==> config.mk <==
export PLATFORM = sky130hd
export DESIGN_NAME = ulpm_top
export DESIGN_NICKNAME = d
export VERILOG_FILES = /design/src/design/ulpm_pkg.sv /design/src/design/ulpm_link_if.sv /design/src/design/ulpm_top.sv /design/src/design/ulpm_engine.sv
export SDC_FILE = /design/constraint.sdc
export NUM_CORES = 1
export LEC_CHECK = 0
export BUFFER_PORTS_ARGS = -buffer_cell sky130_fd_sc_hd__buf_4
export CELL_PAD_IN_SITES_DETAIL_PLACEMENT = 1
export CELL_PAD_IN_SITES_GLOBAL_PLACEMENT = 1
export CORE_ASPECT_RATIO = 1.75
export CORE_MARGIN = 8
export CORE_UTILIZATION = 40
export DETAILED_ROUTE_END_ITERATION = 12
export PLACE_DENSITY = 0.85
export SLEW_MARGIN = 20
export SYNTH_ARGS = -nofsm -noshare
export SYNTH_HDL_FRONTEND = slang
export SYNTH_SLANG_ARGS = --single-unit
==> constraint.sdc <==
create_clock -name hclk -period 5.5 [get_ports hclk]
set_input_delay 0.825 -clock hclk [delete_from_list [all_inputs] [get_ports hclk]]
set_output_delay 0.825 -clock hclk [all_outputs]
set_load 0.01 [all_outputs]
==> src/design/ulpm_pkg.sv <==
/*
 * constants, register map and types for the usb link power management
 * control block.
 * assumes a 50 mhz hclk and a usb core that supplies single-cycle
 * event pulses for received lpm transactions, tokens and time-outs.
 */
package ulpm_pkg;
    // register byte offsets
    localparam logic [7:0]  CTRL_OFS        = 8'h00;
    localparam logic [7:0]  STAT_OFS        = 8'h04;
    localparam logic [7:0]  MASK_OFS        = 8'h08;
    // control register field positions
    localparam int          REQ_BIT         = 16;
    localparam int          EN_LSB          = 17;
    localparam int          EP_LSB          = 12;
    localparam int          RWAKE_BIT       = 8;
    localparam int          HOST_RESUME_DURATION_LSB        = 4;
    localparam int          LSTATE_LSB      = 0;
    localparam logic [1:0]  EN_ARMED        = 2'h3;
    localparam logic [3:0]  LSTATE_L1       = 4'h1;
    // reset values
    localparam logic [31:0] CTRL_RST        = 32'h0000_0000;
    localparam logic [3:0]  MASK_RST        = 4'h0;
    // status / mask bit positions
    localparam int          EV_ACK          = 0;
    localparam int          EV_NYET         = 1;
    localparam int          EV_HDONE        = 2;
    localparam int          EV_HTMO         = 3;
    // host time-outs before giving up
    localparam logic [1:0]  HOST_TMO_LIMIT  = 2'h3;
    // resume drive time, in microseconds, and derived cycle counts
    localparam int          CLK_MHZ         = 50;
    localparam int          RESUME_BASE_US  = 50;
    localparam int          RESUME_STEP_US  = 75;
    localparam logic [15:0] RESUME_BASE_CYC = 16'(RESUME_BASE_US * CLK_MHZ);
    localparam logic [15:0] RESUME_STEP_CYC = 16'(RESUME_STEP_US * CLK_MHZ);

    // bus slave data-phase state
    typedef enum logic [1:0] {
        PH_IDLE    = 2'b00,
        PH_WRITE   = 2'b01,
        PH_RD_WAIT = 2'b10,
        PH_RD_DONE = 2'b11
    } ulpm_phase_type;
endpackage : ulpm_pkg

==> src/design/ulpm_link_if.sv <==
/*
 * carrier between the register file and the link engine.
 * assumes both ends share hclk.
 */
`timescale 1ns/1ns
interface ulpm_link_if;
    logic       arm_set;    // device: req and enable written together
    logic       disarm;     // software wrote the request bit to zero
    logic       host_go;    // host: request bit written to one
    logic [3:0] link_state; // current target link state field
    logic       self_clr;   // engine clears the request bit
    logic       ev_ack;     // ack answered
    logic       ev_nyet;    // nyet answered
    logic       ev_hdone;   // host: token received
    logic       ev_htmo;    // host: gave up after time-outs

    modport regs (output arm_set, disarm, host_go, link_state,
                  input self_clr, ev_ack, ev_nyet, ev_hdone, ev_htmo);
    modport eng  (input arm_set, disarm, host_go, link_state,
                  output self_clr, ev_ack, ev_nyet, ev_hdone, ev_htmo);
endinterface : ulpm_link_if

==> src/design/ulpm_top.sv <==
/*
 * usb lpm control block: ahb-lite register slave, interrupt status,
 * and the link engine.
 * assumes a single ahb-lite master and that hready equals hreadyout.
 */
// The AHB-Lite register port and the address map were decided locally.
`timescale 1ns/1ns
module ulpm_top
    import ulpm_pkg::*;
(
    input  wire logic        hclk,
    input  wire logic        hresetn,
    input  wire logic        hsel,
    input  wire logic [7:0]  haddr,
    input  wire logic [1:0]  htrans,
    input  wire logic        hwrite,
    input  wire logic [2:0]  hsize,
    input  wire logic        hready,
    input  wire logic [31:0] hwdata,
    output logic      [31:0] hrdata,
    output logic             hreadyout,
    output logic             hresp,
    input  wire logic        host_mode,
    input  wire logic        lpm_rx,
    input  wire logic        tx_fifo_empty,
    input  wire logic        token_rx,
    input  wire logic        host_timeout,
    input  wire logic        suspend_end,
    output logic             resp_ack,
    output logic             resp_nyet,
    output logic             l1_enter,
    output logic             lpm_tx_start,
    output logic             sw_irq_pulse,
    output logic             irq,
    output logic      [3:0]  lpm_endpoint,
    output logic             remote_wake_enable,
    output logic      [3:0]  target_link_state,
    output logic      [15:0] resume_cycles
);
    ulpm_phase_type phase_q;       // data-phase tracker
    logic [7:0]     addr_q;        // latched address
    logic           addr_take;     // address phase accepted
    logic           ctrl_wr;       // write data phase to control
    logic           sleep_transition_request_q;
    logic [1:0]     lpm_response_enable_q;
    logic [3:0]     endpoint_q;
    logic           remote_wake_enable_q;
    logic [3:0]     host_resume_duration_q;
    logic [3:0]     target_link_state_q;
    logic [3:0]     stat_q;        // sticky events
    logic [3:0]     mask_q;        // interrupt enables
    logic [3:0]     ev;            // events this cycle
    logic           stat_rd_clr;   // status read clears
    logic [31:0]    ctrl_view;     // control register read image
    logic [31:0]    rd_mux;

    ulpm_link_if lk ();

    ulpm_engine u_eng (
        .hclk          (hclk),
        .hresetn       (hresetn),
        .host_mode     (host_mode),
        .lpm_rx        (lpm_rx),
        .tx_fifo_empty (tx_fifo_empty),
        .token_rx      (token_rx),
        .host_timeout  (host_timeout),
        .resp_ack      (resp_ack),
        .resp_nyet     (resp_nyet),
        .l1_enter      (l1_enter),
        .lpm_tx_start  (lpm_tx_start),
        .lk            (lk)
    );

    // only whole-word single transfers; response always okay
    assign addr_take = hsel && htrans[1] && hready;
    assign hreadyout = (phase_q != PH_RD_WAIT); // reads take one wait state
    assign hresp     = 1'b0;
    assign ctrl_wr   = (phase_q == PH_WRITE) && (addr_q == CTRL_OFS);

    // data-phase sequencing
    always_ff @(posedge hclk or negedge hresetn) begin
        if (!hresetn) begin
            phase_q <= PH_IDLE;
            addr_q  <= 8'h00;
        end else begin
            case (phase_q)
                PH_RD_WAIT: phase_q <= PH_RD_DONE; // no new address while stalled
                default: begin
                    if (addr_take) begin
                        addr_q  <= haddr;
                        phase_q <= hwrite ? PH_WRITE : PH_RD_WAIT;
                    end else begin
                        phase_q <= PH_IDLE;
                    end
                end
            endcase
        end
    end

    // link interface drives, from the write in its data phase
    assign lk.arm_set    = ctrl_wr && !host_mode && hwdata[REQ_BIT]
                           && (hwdata[EN_LSB +: 2] == EN_ARMED);
    assign lk.disarm     = ctrl_wr && !hwdata[REQ_BIT];
    assign lk.host_go    = ctrl_wr && host_mode && hwdata[REQ_BIT];
    assign lk.link_state = target_link_state_q;

    // control register; software write beats a same-cycle self-clear
    always_ff @(posedge hclk or negedge hresetn) begin
        if (!hresetn) begin
            sleep_transition_request_q <= CTRL_RST[REQ_BIT];
            lpm_response_enable_q      <= CTRL_RST[EN_LSB +: 2];
            endpoint_q                 <= CTRL_RST[EP_LSB +: 4];
            remote_wake_enable_q       <= CTRL_RST[RWAKE_BIT];
            host_resume_duration_q     <= CTRL_RST[HOST_RESUME_DURATION_LSB +: 4];
            target_link_state_q        <= CTRL_RST[LSTATE_LSB +: 4];
        end else if (ctrl_wr) begin
            sleep_transition_request_q <= hwdata[REQ_BIT];
            lpm_response_enable_q      <= hwdata[EN_LSB +: 2];
            endpoint_q                 <= hwdata[EP_LSB +: 4];
            remote_wake_enable_q       <= hwdata[RWAKE_BIT];
            host_resume_duration_q     <= hwdata[HOST_RESUME_DURATION_LSB +: 4];
            target_link_state_q        <= hwdata[LSTATE_LSB +: 4];
        end else begin
            if (lk.self_clr) begin
                sleep_transition_request_q <= 1'b0;
            end
            if (suspend_end) begin
                remote_wake_enable_q <= 1'b0;
            end
        end
    end

    // minimum resume drive time in cycles, registered
    always_ff @(posedge hclk or negedge hresetn) begin
        if (!hresetn) begin
            resume_cycles <= RESUME_BASE_CYC;
        end else begin
            resume_cycles <= RESUME_BASE_CYC
                           + 16'(host_resume_duration_q) * RESUME_STEP_CYC;
        end
    end

    // event collection; response events also pulse the core interrupt
    assign ev[EV_ACK]   = lk.ev_ack;
    assign ev[EV_NYET]  = lk.ev_nyet;
    assign ev[EV_HDONE] = lk.ev_hdone;
    assign ev[EV_HTMO]  = lk.ev_htmo;
    assign sw_irq_pulse = lk.ev_ack || lk.ev_nyet;

    assign stat_rd_clr = (phase_q == PH_RD_WAIT) && (addr_q == STAT_OFS);

    // sticky status: a new event wins over the read-clear
    always_ff @(posedge hclk or negedge hresetn) begin
        if (!hresetn) begin
            stat_q <= 4'h0;
        end else if (stat_rd_clr) begin
            stat_q <= ev;
        end else begin
            stat_q <= stat_q | ev;
        end
    end

    // mask register
    always_ff @(posedge hclk or negedge hresetn) begin
        if (!hresetn) begin
            mask_q <= MASK_RST;
        end else if ((phase_q == PH_WRITE) && (addr_q == MASK_OFS)) begin
            mask_q <= hwdata[3:0];
        end
    end

    assign irq = |(stat_q & mask_q);

    // read image; bits 11..9 and all unnamed bits read zero
    always_comb begin
        ctrl_view                      = 32'h0000_0000;
        ctrl_view[REQ_BIT]             = sleep_transition_request_q;
        ctrl_view[EN_LSB +: 2]         = lpm_response_enable_q;
        ctrl_view[EP_LSB +: 4]         = endpoint_q;
        ctrl_view[RWAKE_BIT]           = remote_wake_enable_q;
        ctrl_view[HOST_RESUME_DURATION_LSB +: 4]       = host_resume_duration_q;
        ctrl_view[LSTATE_LSB +: 4]     = target_link_state_q;
        case (addr_q)
            CTRL_OFS: rd_mux = ctrl_view;
            STAT_OFS: rd_mux = {28'h0000000, stat_q};
            MASK_OFS: rd_mux = {28'h0000000, mask_q};
            default:  rd_mux = 32'h0000_0000; // unmapped reads zero
        endcase
    end

    // read data captured in the wait cycle, held through the data phase
    always_ff @(posedge hclk or negedge hresetn) begin
        if (!hresetn) begin
            hrdata <= 32'h0000_0000;
        end else if (phase_q == PH_RD_WAIT) begin
            hrdata <= rd_mux;
        end
    end

    assign lpm_endpoint       = endpoint_q;
    assign remote_wake_enable = remote_wake_enable_q;
    assign target_link_state  = target_link_state_q;
endmodule : ulpm_top

==> src/design/ulpm_engine.sv <==
/*
 * link engine: device-side lpm responses and host-side lpm launch.
 * assumes usb core event inputs are one-cycle pulses on hclk.
 */
`timescale 1ns/1ns
module ulpm_engine
    import ulpm_pkg::*;
(
    input  wire logic hclk,
    input  wire logic hresetn,
    input  wire logic host_mode,
    input  wire logic lpm_rx,
    input  wire logic tx_fifo_empty,
    input  wire logic token_rx,
    input  wire logic host_timeout,
    output logic      resp_ack,
    output logic      resp_nyet,
    output logic      l1_enter,
    output logic      lpm_tx_start,
    ulpm_link_if.eng  lk
);
    logic       armed_q;   // device: waiting for next lpm transaction
    logic       busy_q;    // host: transaction outstanding
    logic [1:0] tmo_cnt_q; // host: time-outs seen
    logic       take;      // armed lpm with a valid target state

    // a reserved target state is never accepted
    assign take = !host_mode && armed_q && lpm_rx && (lk.link_state == LSTATE_L1);

    // arming needs the combined write; a zero write only disarms
    always_ff @(posedge hclk or negedge hresetn) begin
        if (!hresetn) begin
            armed_q <= 1'b0;
        end else if (lk.arm_set) begin
            armed_q <= 1'b1;
        end else if (lk.disarm || (take && tx_fifo_empty)) begin
            armed_q <= 1'b0;
        end
    end

    // device responses, registered one-cycle pulses
    always_ff @(posedge hclk or negedge hresetn) begin
        if (!hresetn) begin
            resp_ack  <= 1'b0;
            resp_nyet <= 1'b0;
            l1_enter  <= 1'b0;
        end else begin
            resp_ack  <= take && tx_fifo_empty;
            resp_nyet <= take && !tx_fifo_empty;
            l1_enter  <= take && tx_fifo_empty;
        end
    end

    // host launch and completion tracking
    always_ff @(posedge hclk or negedge hresetn) begin
        if (!hresetn) begin
            busy_q       <= 1'b0;
            tmo_cnt_q    <= 2'h0;
            lpm_tx_start <= 1'b0;
        end else begin
            lpm_tx_start <= host_mode && lk.host_go;
            if (host_mode && lk.host_go) begin
                busy_q    <= 1'b1;
                tmo_cnt_q <= 2'h0;
            end else if (busy_q && token_rx) begin
                busy_q <= 1'b0;
            end else if (busy_q && host_timeout) begin
                tmo_cnt_q <= tmo_cnt_q + 2'h1;
                if (tmo_cnt_q + 2'h1 == HOST_TMO_LIMIT) begin
                    busy_q <= 1'b0;
                end
            end
        end
    end

    // events towards the register file
    assign lk.ev_ack   = resp_ack;
    assign lk.ev_nyet  = resp_nyet;
    assign lk.ev_hdone = busy_q && token_rx && !lk.host_go;
    assign lk.ev_htmo  = busy_q && host_timeout && !token_rx && !lk.host_go
                         && (tmo_cnt_q + 2'h1 == HOST_TMO_LIMIT);
    assign lk.self_clr = lk.ev_ack || lk.ev_hdone || lk.ev_htmo;
endmodule : ulpm_engine

==> flow_metrics.tcl, run 1 <==
set metrics [dict create \
    critPathRequiredTime_ns 5.71 \
    track_usage_pct 18.9 \
    drv_slew 0 \
    cts_inserted_buffers 9 \
    maxClockFrequency_ghz 0.281 \
    cts.path.max_buffers 2 \
    finalSetupTns_ns 0 \
    drt_wl_total_mm 12.1 \
    route.detailed.vias_per_inst 5.36 \
    detail_route.first_pass.iterations 4 \
    clkLatencyLatePin_ns 0.34 \
    power.sequential.fraction_pct 21.5 \
    synth-compound-area-share_pct 11.4 \
    synthTopCellsByArea "sky130_fd_sc_hd__dfrtp_1 (44%), sky130_fd_sc_hd__ha_1 (8.5%), sky130_fd_sc_hd__mux2_2 (6.2%)" \
    total_leakage_power_nw 2.40 \
    netSwitchingFraction_pct 45.0 \
    postSynthRegisterBits 72 \
    internal_cell_power_mw 2.12 \
    dp_hpwl_mm 8.44 \
    die_y_um 145 \
    synth_top_family_by_area "compound AO/OA/AOI/OAI gates" \
    antenna_violations_before_repair 0 \
    min_period_ns 3.56 \
    cellPowerDensity_nw_per_um2 799 \
    clk_pin_slew_worst_paths_ns 0.06 \
    hold_viol_final 0 \
    post_cts_hold_buffer_count 0 \
    timing.max_cap.violations 0 \
    unrepaired_setup_endpoints_after_global_routing "false" \
    vias_in_the_first_global_route 3497 \
    flow.area_growth_from_synthesis_pct 26.3 \
    fp.dieArea_um2 13100 \
    ant_nets 0 \
    detailroute.via_count 2938 \
    drive_above_1_share_pct 33.3 \
    core_region_area_um2 9410 \
    fin_hold_ws_ns 0.484 \
    comb_power_share_pct 62.0 \
    synth_edf_count 0 \
    critical_path_source_type "flop" \
    yosysSeqAreaShare_pct 47.2 \
    synth.area.mux_share_pct 7.78 \
    maxSlewHeadroom_pct 36.2 \
    route.detailed.wl_per_inst_um 22.0 \
    yosysUniqueCellTypes 55 \
    post_synth_and_or_nand_nor_area_fraction_pct 11.2 \
    floorplan.rows 47 \
    worst_slew_pin_slew_ns 0.957 \
    power.clock.fraction_pct 16.5 \
    yosysMostFrequentCell "sky130_fd_sc_hd__dfrtp_1" \
    run_status "completed" \
    yosysWarnings 0 \
    clock-sinks 72 \
    clk_root_buffer_cell "sky130_fd_sc_hd__clkbuf_16" \
    most_instantiated_cells_after_synthesis "sky130_fd_sc_hd__dfrtp_1 (67), sky130_fd_sc_hd__ha_1 (26), sky130_fd_sc_hd__nand2_1 (22), sky130_fd_sc_hd__mux2_2 (21), sky130_fd_sc_hd__buf_4 (19)" \
    final_setup_violation_count 0 \
    synthCells 337 \
    gp_congestion 0.819 \
    synth_area_leader_cell "sky130_fd_sc_hd__dfrtp_1" \
    synth_top_area_share_pct 43.8 \
    number_of_gates_resized_after_cts 0 \
    final.period_utilization_pct 64.8 \
    cts_tree "built" \
    critical_path.max_fanout 8 \
    async_flop_share_pct 100 \
    synthesis.area_um2 3830 \
    end_kind "flop" \
    drc 0 \
    clock_tree.htree_level_count 3 \
    post_synth_fa_ha_maj_area_fraction_pct 9.55 \
    ys.flop_type "sky130_fd_sc_hd__dfrtp_1" \
    yosys.area_share.xor_xnor_pct 6.80 \
    vdd_drop_max_v 0.000276 \
    syn_avg_cell_area_um2 11.4 \
    starting_drc_count_in_detailed_routing 123 \
    timing.hold.worst.class "reg -> reg" \
    finalClockSkew_ns 0.0109 \
    grt_max_degree 73 \
    total_switching_power_mw 1.74 \
    buffer_ports.inserted 82 \
    num_antenna_cells 0 \
    startpoint_to_endpoint_class_of_the_critical_path "reg -> reg" \
    wire_length_of_the_first_global_routing_pass_mm 19.3 \
    timing.critical_path.arrival_ns 3.77 \
    top_level_port_count 121 \
    postLayoutCoreUtil_pct 51.4 \
    cts_setup_buffers 0 \
    nets 505 \
    initial_utilization_pct 40.7 \
    die_w_um 89.9 \
    globalRoute.totalOverflow 0 \
]
==> sequential cells by signal (all words and copies together), names as in the netlist <==
| register | flops |
|---|---|
| mask_q | 4 |
| u_eng.lpm_tx_start | 1 |
| resume_cycles | 15 |
| target_link_state | 4 |
| hrdata | 16 |
| stat_q | 4 |
| phase_q | 2 |
| u_eng.lk.ev_nyet | 1 |
| u_eng.busy_q | 1 |
| u_eng.l1_enter | 1 |
| host_resume_duration_q | 4 |
| addr_q | 8 |
| lpm_endpoint | 4 |
| u_eng.armed_q | 1 |
| remote_wake_enable | 1 |
| sleep_transition_request_q | 1 |
| lpm_response_enable_q | 2 |
| u_eng.tmo_cnt_q | 2 |
==> critical path: stages (launching register included) <==
cell and delay [ns]:
sky130_fd_sc_hd__dfrtp_1 0.55, sky130_fd_sc_hd__inv_1 0.18, sky130_fd_sc_hd__ha_1 0.30, sky130_fd_sc_hd__ha_1 0.19, sky130_fd_sc_hd__or2_2 0.30, sky130_fd_sc_hd__ha_1 0.46, sky130_fd_sc_hd__nor2_1 0.10, sky130_fd_sc_hd__o31a_1 0.35
sky130_fd_sc_hd__o21ai_1 0.21, sky130_fd_sc_hd__nand2_1 0.13, sky130_fd_sc_hd__xor2_1 0.42, sky130_fd_sc_hd__nor4b_4 0.11, sky130_fd_sc_hd__xnor2_1 0.15
==> cell type report <==
cell class                 count  area [um^2]
fill                        1022         4580
clock inverter                 5         81.3
inverter                      14         52.6
tap                          122          153
timing repair buffer          83          623
sequential                    72         1810
clock buffer                  11          243
multi-input combinational    241         1870
==> worst paths after layout <==
check                                     startpoint                  to  slack (ns)  depth (start not counted)
setup / recovery           host_resume_duration_q[2]   resume_cycles[15]        1.94                         12
hold / removal                      u_eng.lk.ev_nyet           stat_q[1]        0.48                          1
setup reg to reg           host_resume_duration_q[2]   resume_cycles[15]        1.94                         12
hold reg to reg                     u_eng.lk.ev_nyet           stat_q[1]        0.48                          1
max in group asynchronous                    hresetn  u_eng.tmo_cnt_q[0]        4.28                          1
min in group asynchronous                    hresetn           addr_q[0]        0.62                          1
==> stage by stage <==
stage                     instance area (um^2)  worst slack (ns)  std cells  power [mW]
after global routing                      4830              1.78        548        4.12
after global placement                    4500              2.10        532        3.01
after detailed placement                  4500              2.04        532        3.13
final                                     4830              1.94        548        3.86
after CTS                                 4820              1.94        548        3.91
after floorplan                           3890              2.54        354        2.54
==> cell usage in the layout (no fill, tap or decap), drive strengths merged, types with 2 or more instances in the layout <==
master / instances
a211oi: 2
nor4: 4
mux2i: 5
xnor2: 10
a32o: 2
clkbuf: 11
and3: 3
buf: 83
a31oi: 2
nand3: 8
mux2: 22
a31o: 3
nor2b: 5
nand4: 2
or2: 4
a22oi: 3
fa: 2
a21o: 5
a22o: 12
bufinv: 2
nand2: 23
nor3: 4
o21ai: 16
nor2: 15
dfstp: 5
xor2: 18
a21oi: 9
nand2b: 4
inv: 14
dfrtp: 67
and2: 2
ha: 26
clkinv: 2
conb: 18
==> logic make-up (layout without fill, tap and decap cells) <==
logic type      Yosys count  after routing
simple gates             80             80
flops                    72             72
compound gates           60             60
buf+inv                  41            113
fa+ha+maj                28             28
xor+xnor                 28             28
mux                      27             27
other cells               1             18
==> power groups by stage <==
stage          Clock (mW)  Sequential, mW  Combinational (mW)
5_1_grt             0.660           0.846                2.62
3_5_place_dp            0           0.825                2.31
3_3_place_gp            0           0.814                2.20
4_1_cts             0.646           0.828                2.44
6_report            0.636           0.831                2.39
2_1_floorplan           0           0.818                1.72
==> layer usage <==
metal / up-vias / share of wire (%) / global-route usage [%]
met4: 0 / 4.2 / 11.1
met5: - / 0 / 0
met1: 1486 / 33 / 16.6
li1: 1311 / - / -
met3: 32 / 4.5 / 4.49
met2: 109 / 59 / 37.0
(Power assumes the default switching activity.)
==> run 2: changes to the inputs <==
- CORE_UTILIZATION: 40 -> 39
- PLACE_DENSITY: 0.85 -> 0.83
- clock period: 5.5 -> 3.35 ns (I/O delays scaled with it)
==> run 2 against run 1 <==
Routed wire length is 0.56% lower. Sequential cell count stayed put. Sequential power up 58%. Register-to-register slack worse by 1.8 ns. Core utilization is 0.65 points lower. Clock skew decreased by 0.0032 ns. Combinational power grew 64%. Critical endpoint is now resume_cycles[14].
==> flow_metrics.tcl, run 2 (synthesized netlist as in run 1, its figures left out) <==
set metrics [dict create \
    timing.critical_path.arrival_ns 3.37 \
    nets 513 \
    vias_in_the_first_global_route 3351 \
    critical_path_source_type "flop" \
    grt_max_degree 73 \
    flow.area_growth_from_synthesis_pct 28.9 \
    totalPowerFinal_mw 6.39 \
    die_y_um 147 \
    buffer_ports.inserted 82 \
    floorplan.rows 48 \
    cellPowerDensity_nw_per_um2 1300 \
    cts_inserted_buffers 9 \
    ant_nets 0 \
    fp.dieArea_um2 13400 \
    hold_viol_final 0 \
    gp_congestion 0.795 \
    unrepaired_setup_endpoints_after_global_routing "false" \
    worst_slew_pin_slew_ns 0.922 \
    vdd_drop_max_v 0.000496 \
    clock-sinks 72 \
    num_antenna_cells 0 \
    end_kind "flop" \
    critical_path.max_fanout 7 \
    number_of_flip_flops_under_the_largest_register_name 16 \
    cts_tree "built" \
    final_setup_violation_count 0 \
    top_library_cells_by_usage_in_the_layout_fill_and_taps_aside "sky130_fd_sc_hd__buf_4 (91), sky130_fd_sc_hd__dfrtp_1 (67), sky130_fd_sc_hd__ha_1 (26), sky130_fd_sc_hd__nand2_1 (22), sky130_fd_sc_hd__mux2_2 (21)" \
    route.detailed.vias_per_inst 5.23 \
    clk_root_buffer_cell "sky130_fd_sc_hd__clkbuf_16" \
    min_period_ns 3.17 \
    antenna_violations_before_repair 0 \
    timing.max_cap.violations 0 \
    top_level_port_count 121 \
    route.detailed.wl_per_inst_um 21.4 \
    finalClockSkew_ns 0.00768 \
    initial_utilization_pct 39.3 \
    detailroute.via_count 2925 \
    leading_registers_by_flop_count "hrdata (16), resume_cycles (15), addr_q (8)" \
    clkLatencyLatePin_ns 0.33 \
    drc 0 \
    startpoint_to_endpoint_class_of_the_critical_path "reg -> reg" \
    track_usage_pct 18.0 \
    drv_slew 0 \
    final.period_utilization_pct 94.5 \
    final_common_cell "sky130_fd_sc_hd__buf_4" \
    clk_pin_slew_worst_paths_ns 0.06 \
    critPathRequiredTime_ns 3.56 \
    cts.path.max_buffers 2 \
    drive_above_1_share_pct 35.0 \
    die_w_um 90.9 \
    core_region_area_um2 9730 \
    total_leakage_power_nw 2.47 \
    dp_hpwl_mm 8.55 \
    wire_length_of_the_first_global_routing_pass_mm 18.7 \
    regMostFlops "hrdata" \
    clock_tree.htree_level_count 3 \
    drt_wl_total_mm 12.0 \
    globalRoute.totalOverflow 0 \
    maxClockFrequency_ghz 0.316 \
    run_status "completed" \
    starting_drc_count_in_detailed_routing 86 \
    timing.hold.worst.class "in -> async" \
    detail_route.first_pass.iterations 4 \
    finalSetupTns_ns 0 \
    maxSlewHeadroom_pct 38.5 \
]
## run 2: changes by cell type in the layout (fill, tap and decap cells not counted)
| cell | change |
|---|---|
| sky130_fd_sc_hd__buf_4 | +8 |
| sky130_fd_sc_hd__bufinv_16 | +1 |
| sky130_fd_sc_hd__clkbuf_1 | -1 |
| sky130_fd_sc_hd__clkbuf_8 | +2 |
| sky130_fd_sc_hd__clkinv_2 | -1 |
| sky130_fd_sc_hd__clkinvlp_4 | -1 |
| sky130_fd_sc_hd__nor4_2 | +1 |
| sky130_fd_sc_hd__nor4_4 | -1 |
| sky130_fd_sc_hd__o31ai_1 | -1 |
| sky130_fd_sc_hd__o31ai_2 | +1 |
## run 2: worst paths after layout
kind | endpoint | startpoint | cells after the start | slack [ns]
hold / removal | addr_q[7] | hresetn | 1 | 0.28
setup reg to reg | resume_cycles[14] | host_resume_duration_q[2] | 13 | 0.18
max in group asynchronous | target_link_state[1] | hresetn | 1 | 2.44
setup / recovery | resume_cycles[14] | host_resume_duration_q[2] | 13 | 0.18
min in group hclk | u_eng.lk.ev_nyet | tx_fifo_empty | 2 | 0.34
hold reg to reg | stat_q[1] | u_eng.lk.ev_nyet | 1 | 0.48
## run 2: timing repair
action | CTS | global route
gates resized for setup | 0 | 1
setup endpoints to repair | 0 | 1
buffers inserted | 0 | 0
hold buffers | 0 | 0
## run 2: per-layer routing
layer	track usage [%]	part of all wire, %
met1	16.4	34
met2	35.9	58
met3	3.73	3.8
met4	8.66	3.4
met5	0	0
## run 2: area by class of cell
| cell class | count | area, um^2 |
|---|---|---|
| Tap cell | 125 | 156 |
| Inverter | 14 | 52.6 |
| Fill cell | 1057 | 4800 |
| Multi-Input combinational cell | 241 | 1870 |
| Clock inverter | 4 | 98.8 |
| Timing Repair Buffer | 91 | 683 |
| Clock buffer | 12 | 267 |
| Sequential cell | 72 | 1810 |
## run 2: power breakdown
| group | internal [mW] | total (mW) | switching, mW |
|---|---|---|---|
| sequential | 1.16 | 1.31 | 0.144 |
| clock | 0.790 | 1.16 | 0.372 |
| combinational | 1.71 | 3.92 | 2.21 |
| total | 3.67 | 6.39 | 2.72 |
## run 2: through the flow
step	hold WS [ns]	worst slack [ns]	util, %	std cells	area (um^2)
global route	0.336	0.00357	50.7	559	4930
finish	0.278	0.184	50.7	559	4930
global placement	0.455	0.289	46.9	543	4560
CTS	0.324	0.137	50.7	559	4930
floorplan	0.207	0.395	-	354	3890
detailed placement	0.472	0.177	46.9	543	4560
## run 2: worst max-delay path, stage by stage (launching register included)
cell and delay (ns):
sky130_fd_sc_hd__dfrtp_1 0.35, sky130_fd_sc_hd__inv_1 0.09, sky130_fd_sc_hd__ha_1 0.27, sky130_fd_sc_hd__ha_1 0.22
sky130_fd_sc_hd__or2_2 0.31, sky130_fd_sc_hd__ha_1 0.46, sky130_fd_sc_hd__nor2_1 0.10, sky130_fd_sc_hd__nor2_1 0.16
sky130_fd_sc_hd__xor2_1 0.36, sky130_fd_sc_hd__nor4_2 0.10, sky130_fd_sc_hd__buf_4 0.16, sky130_fd_sc_hd__nor3b_1 0.18
sky130_fd_sc_hd__o211ai_1 0.12, sky130_fd_sc_hd__xor2_1 0.17
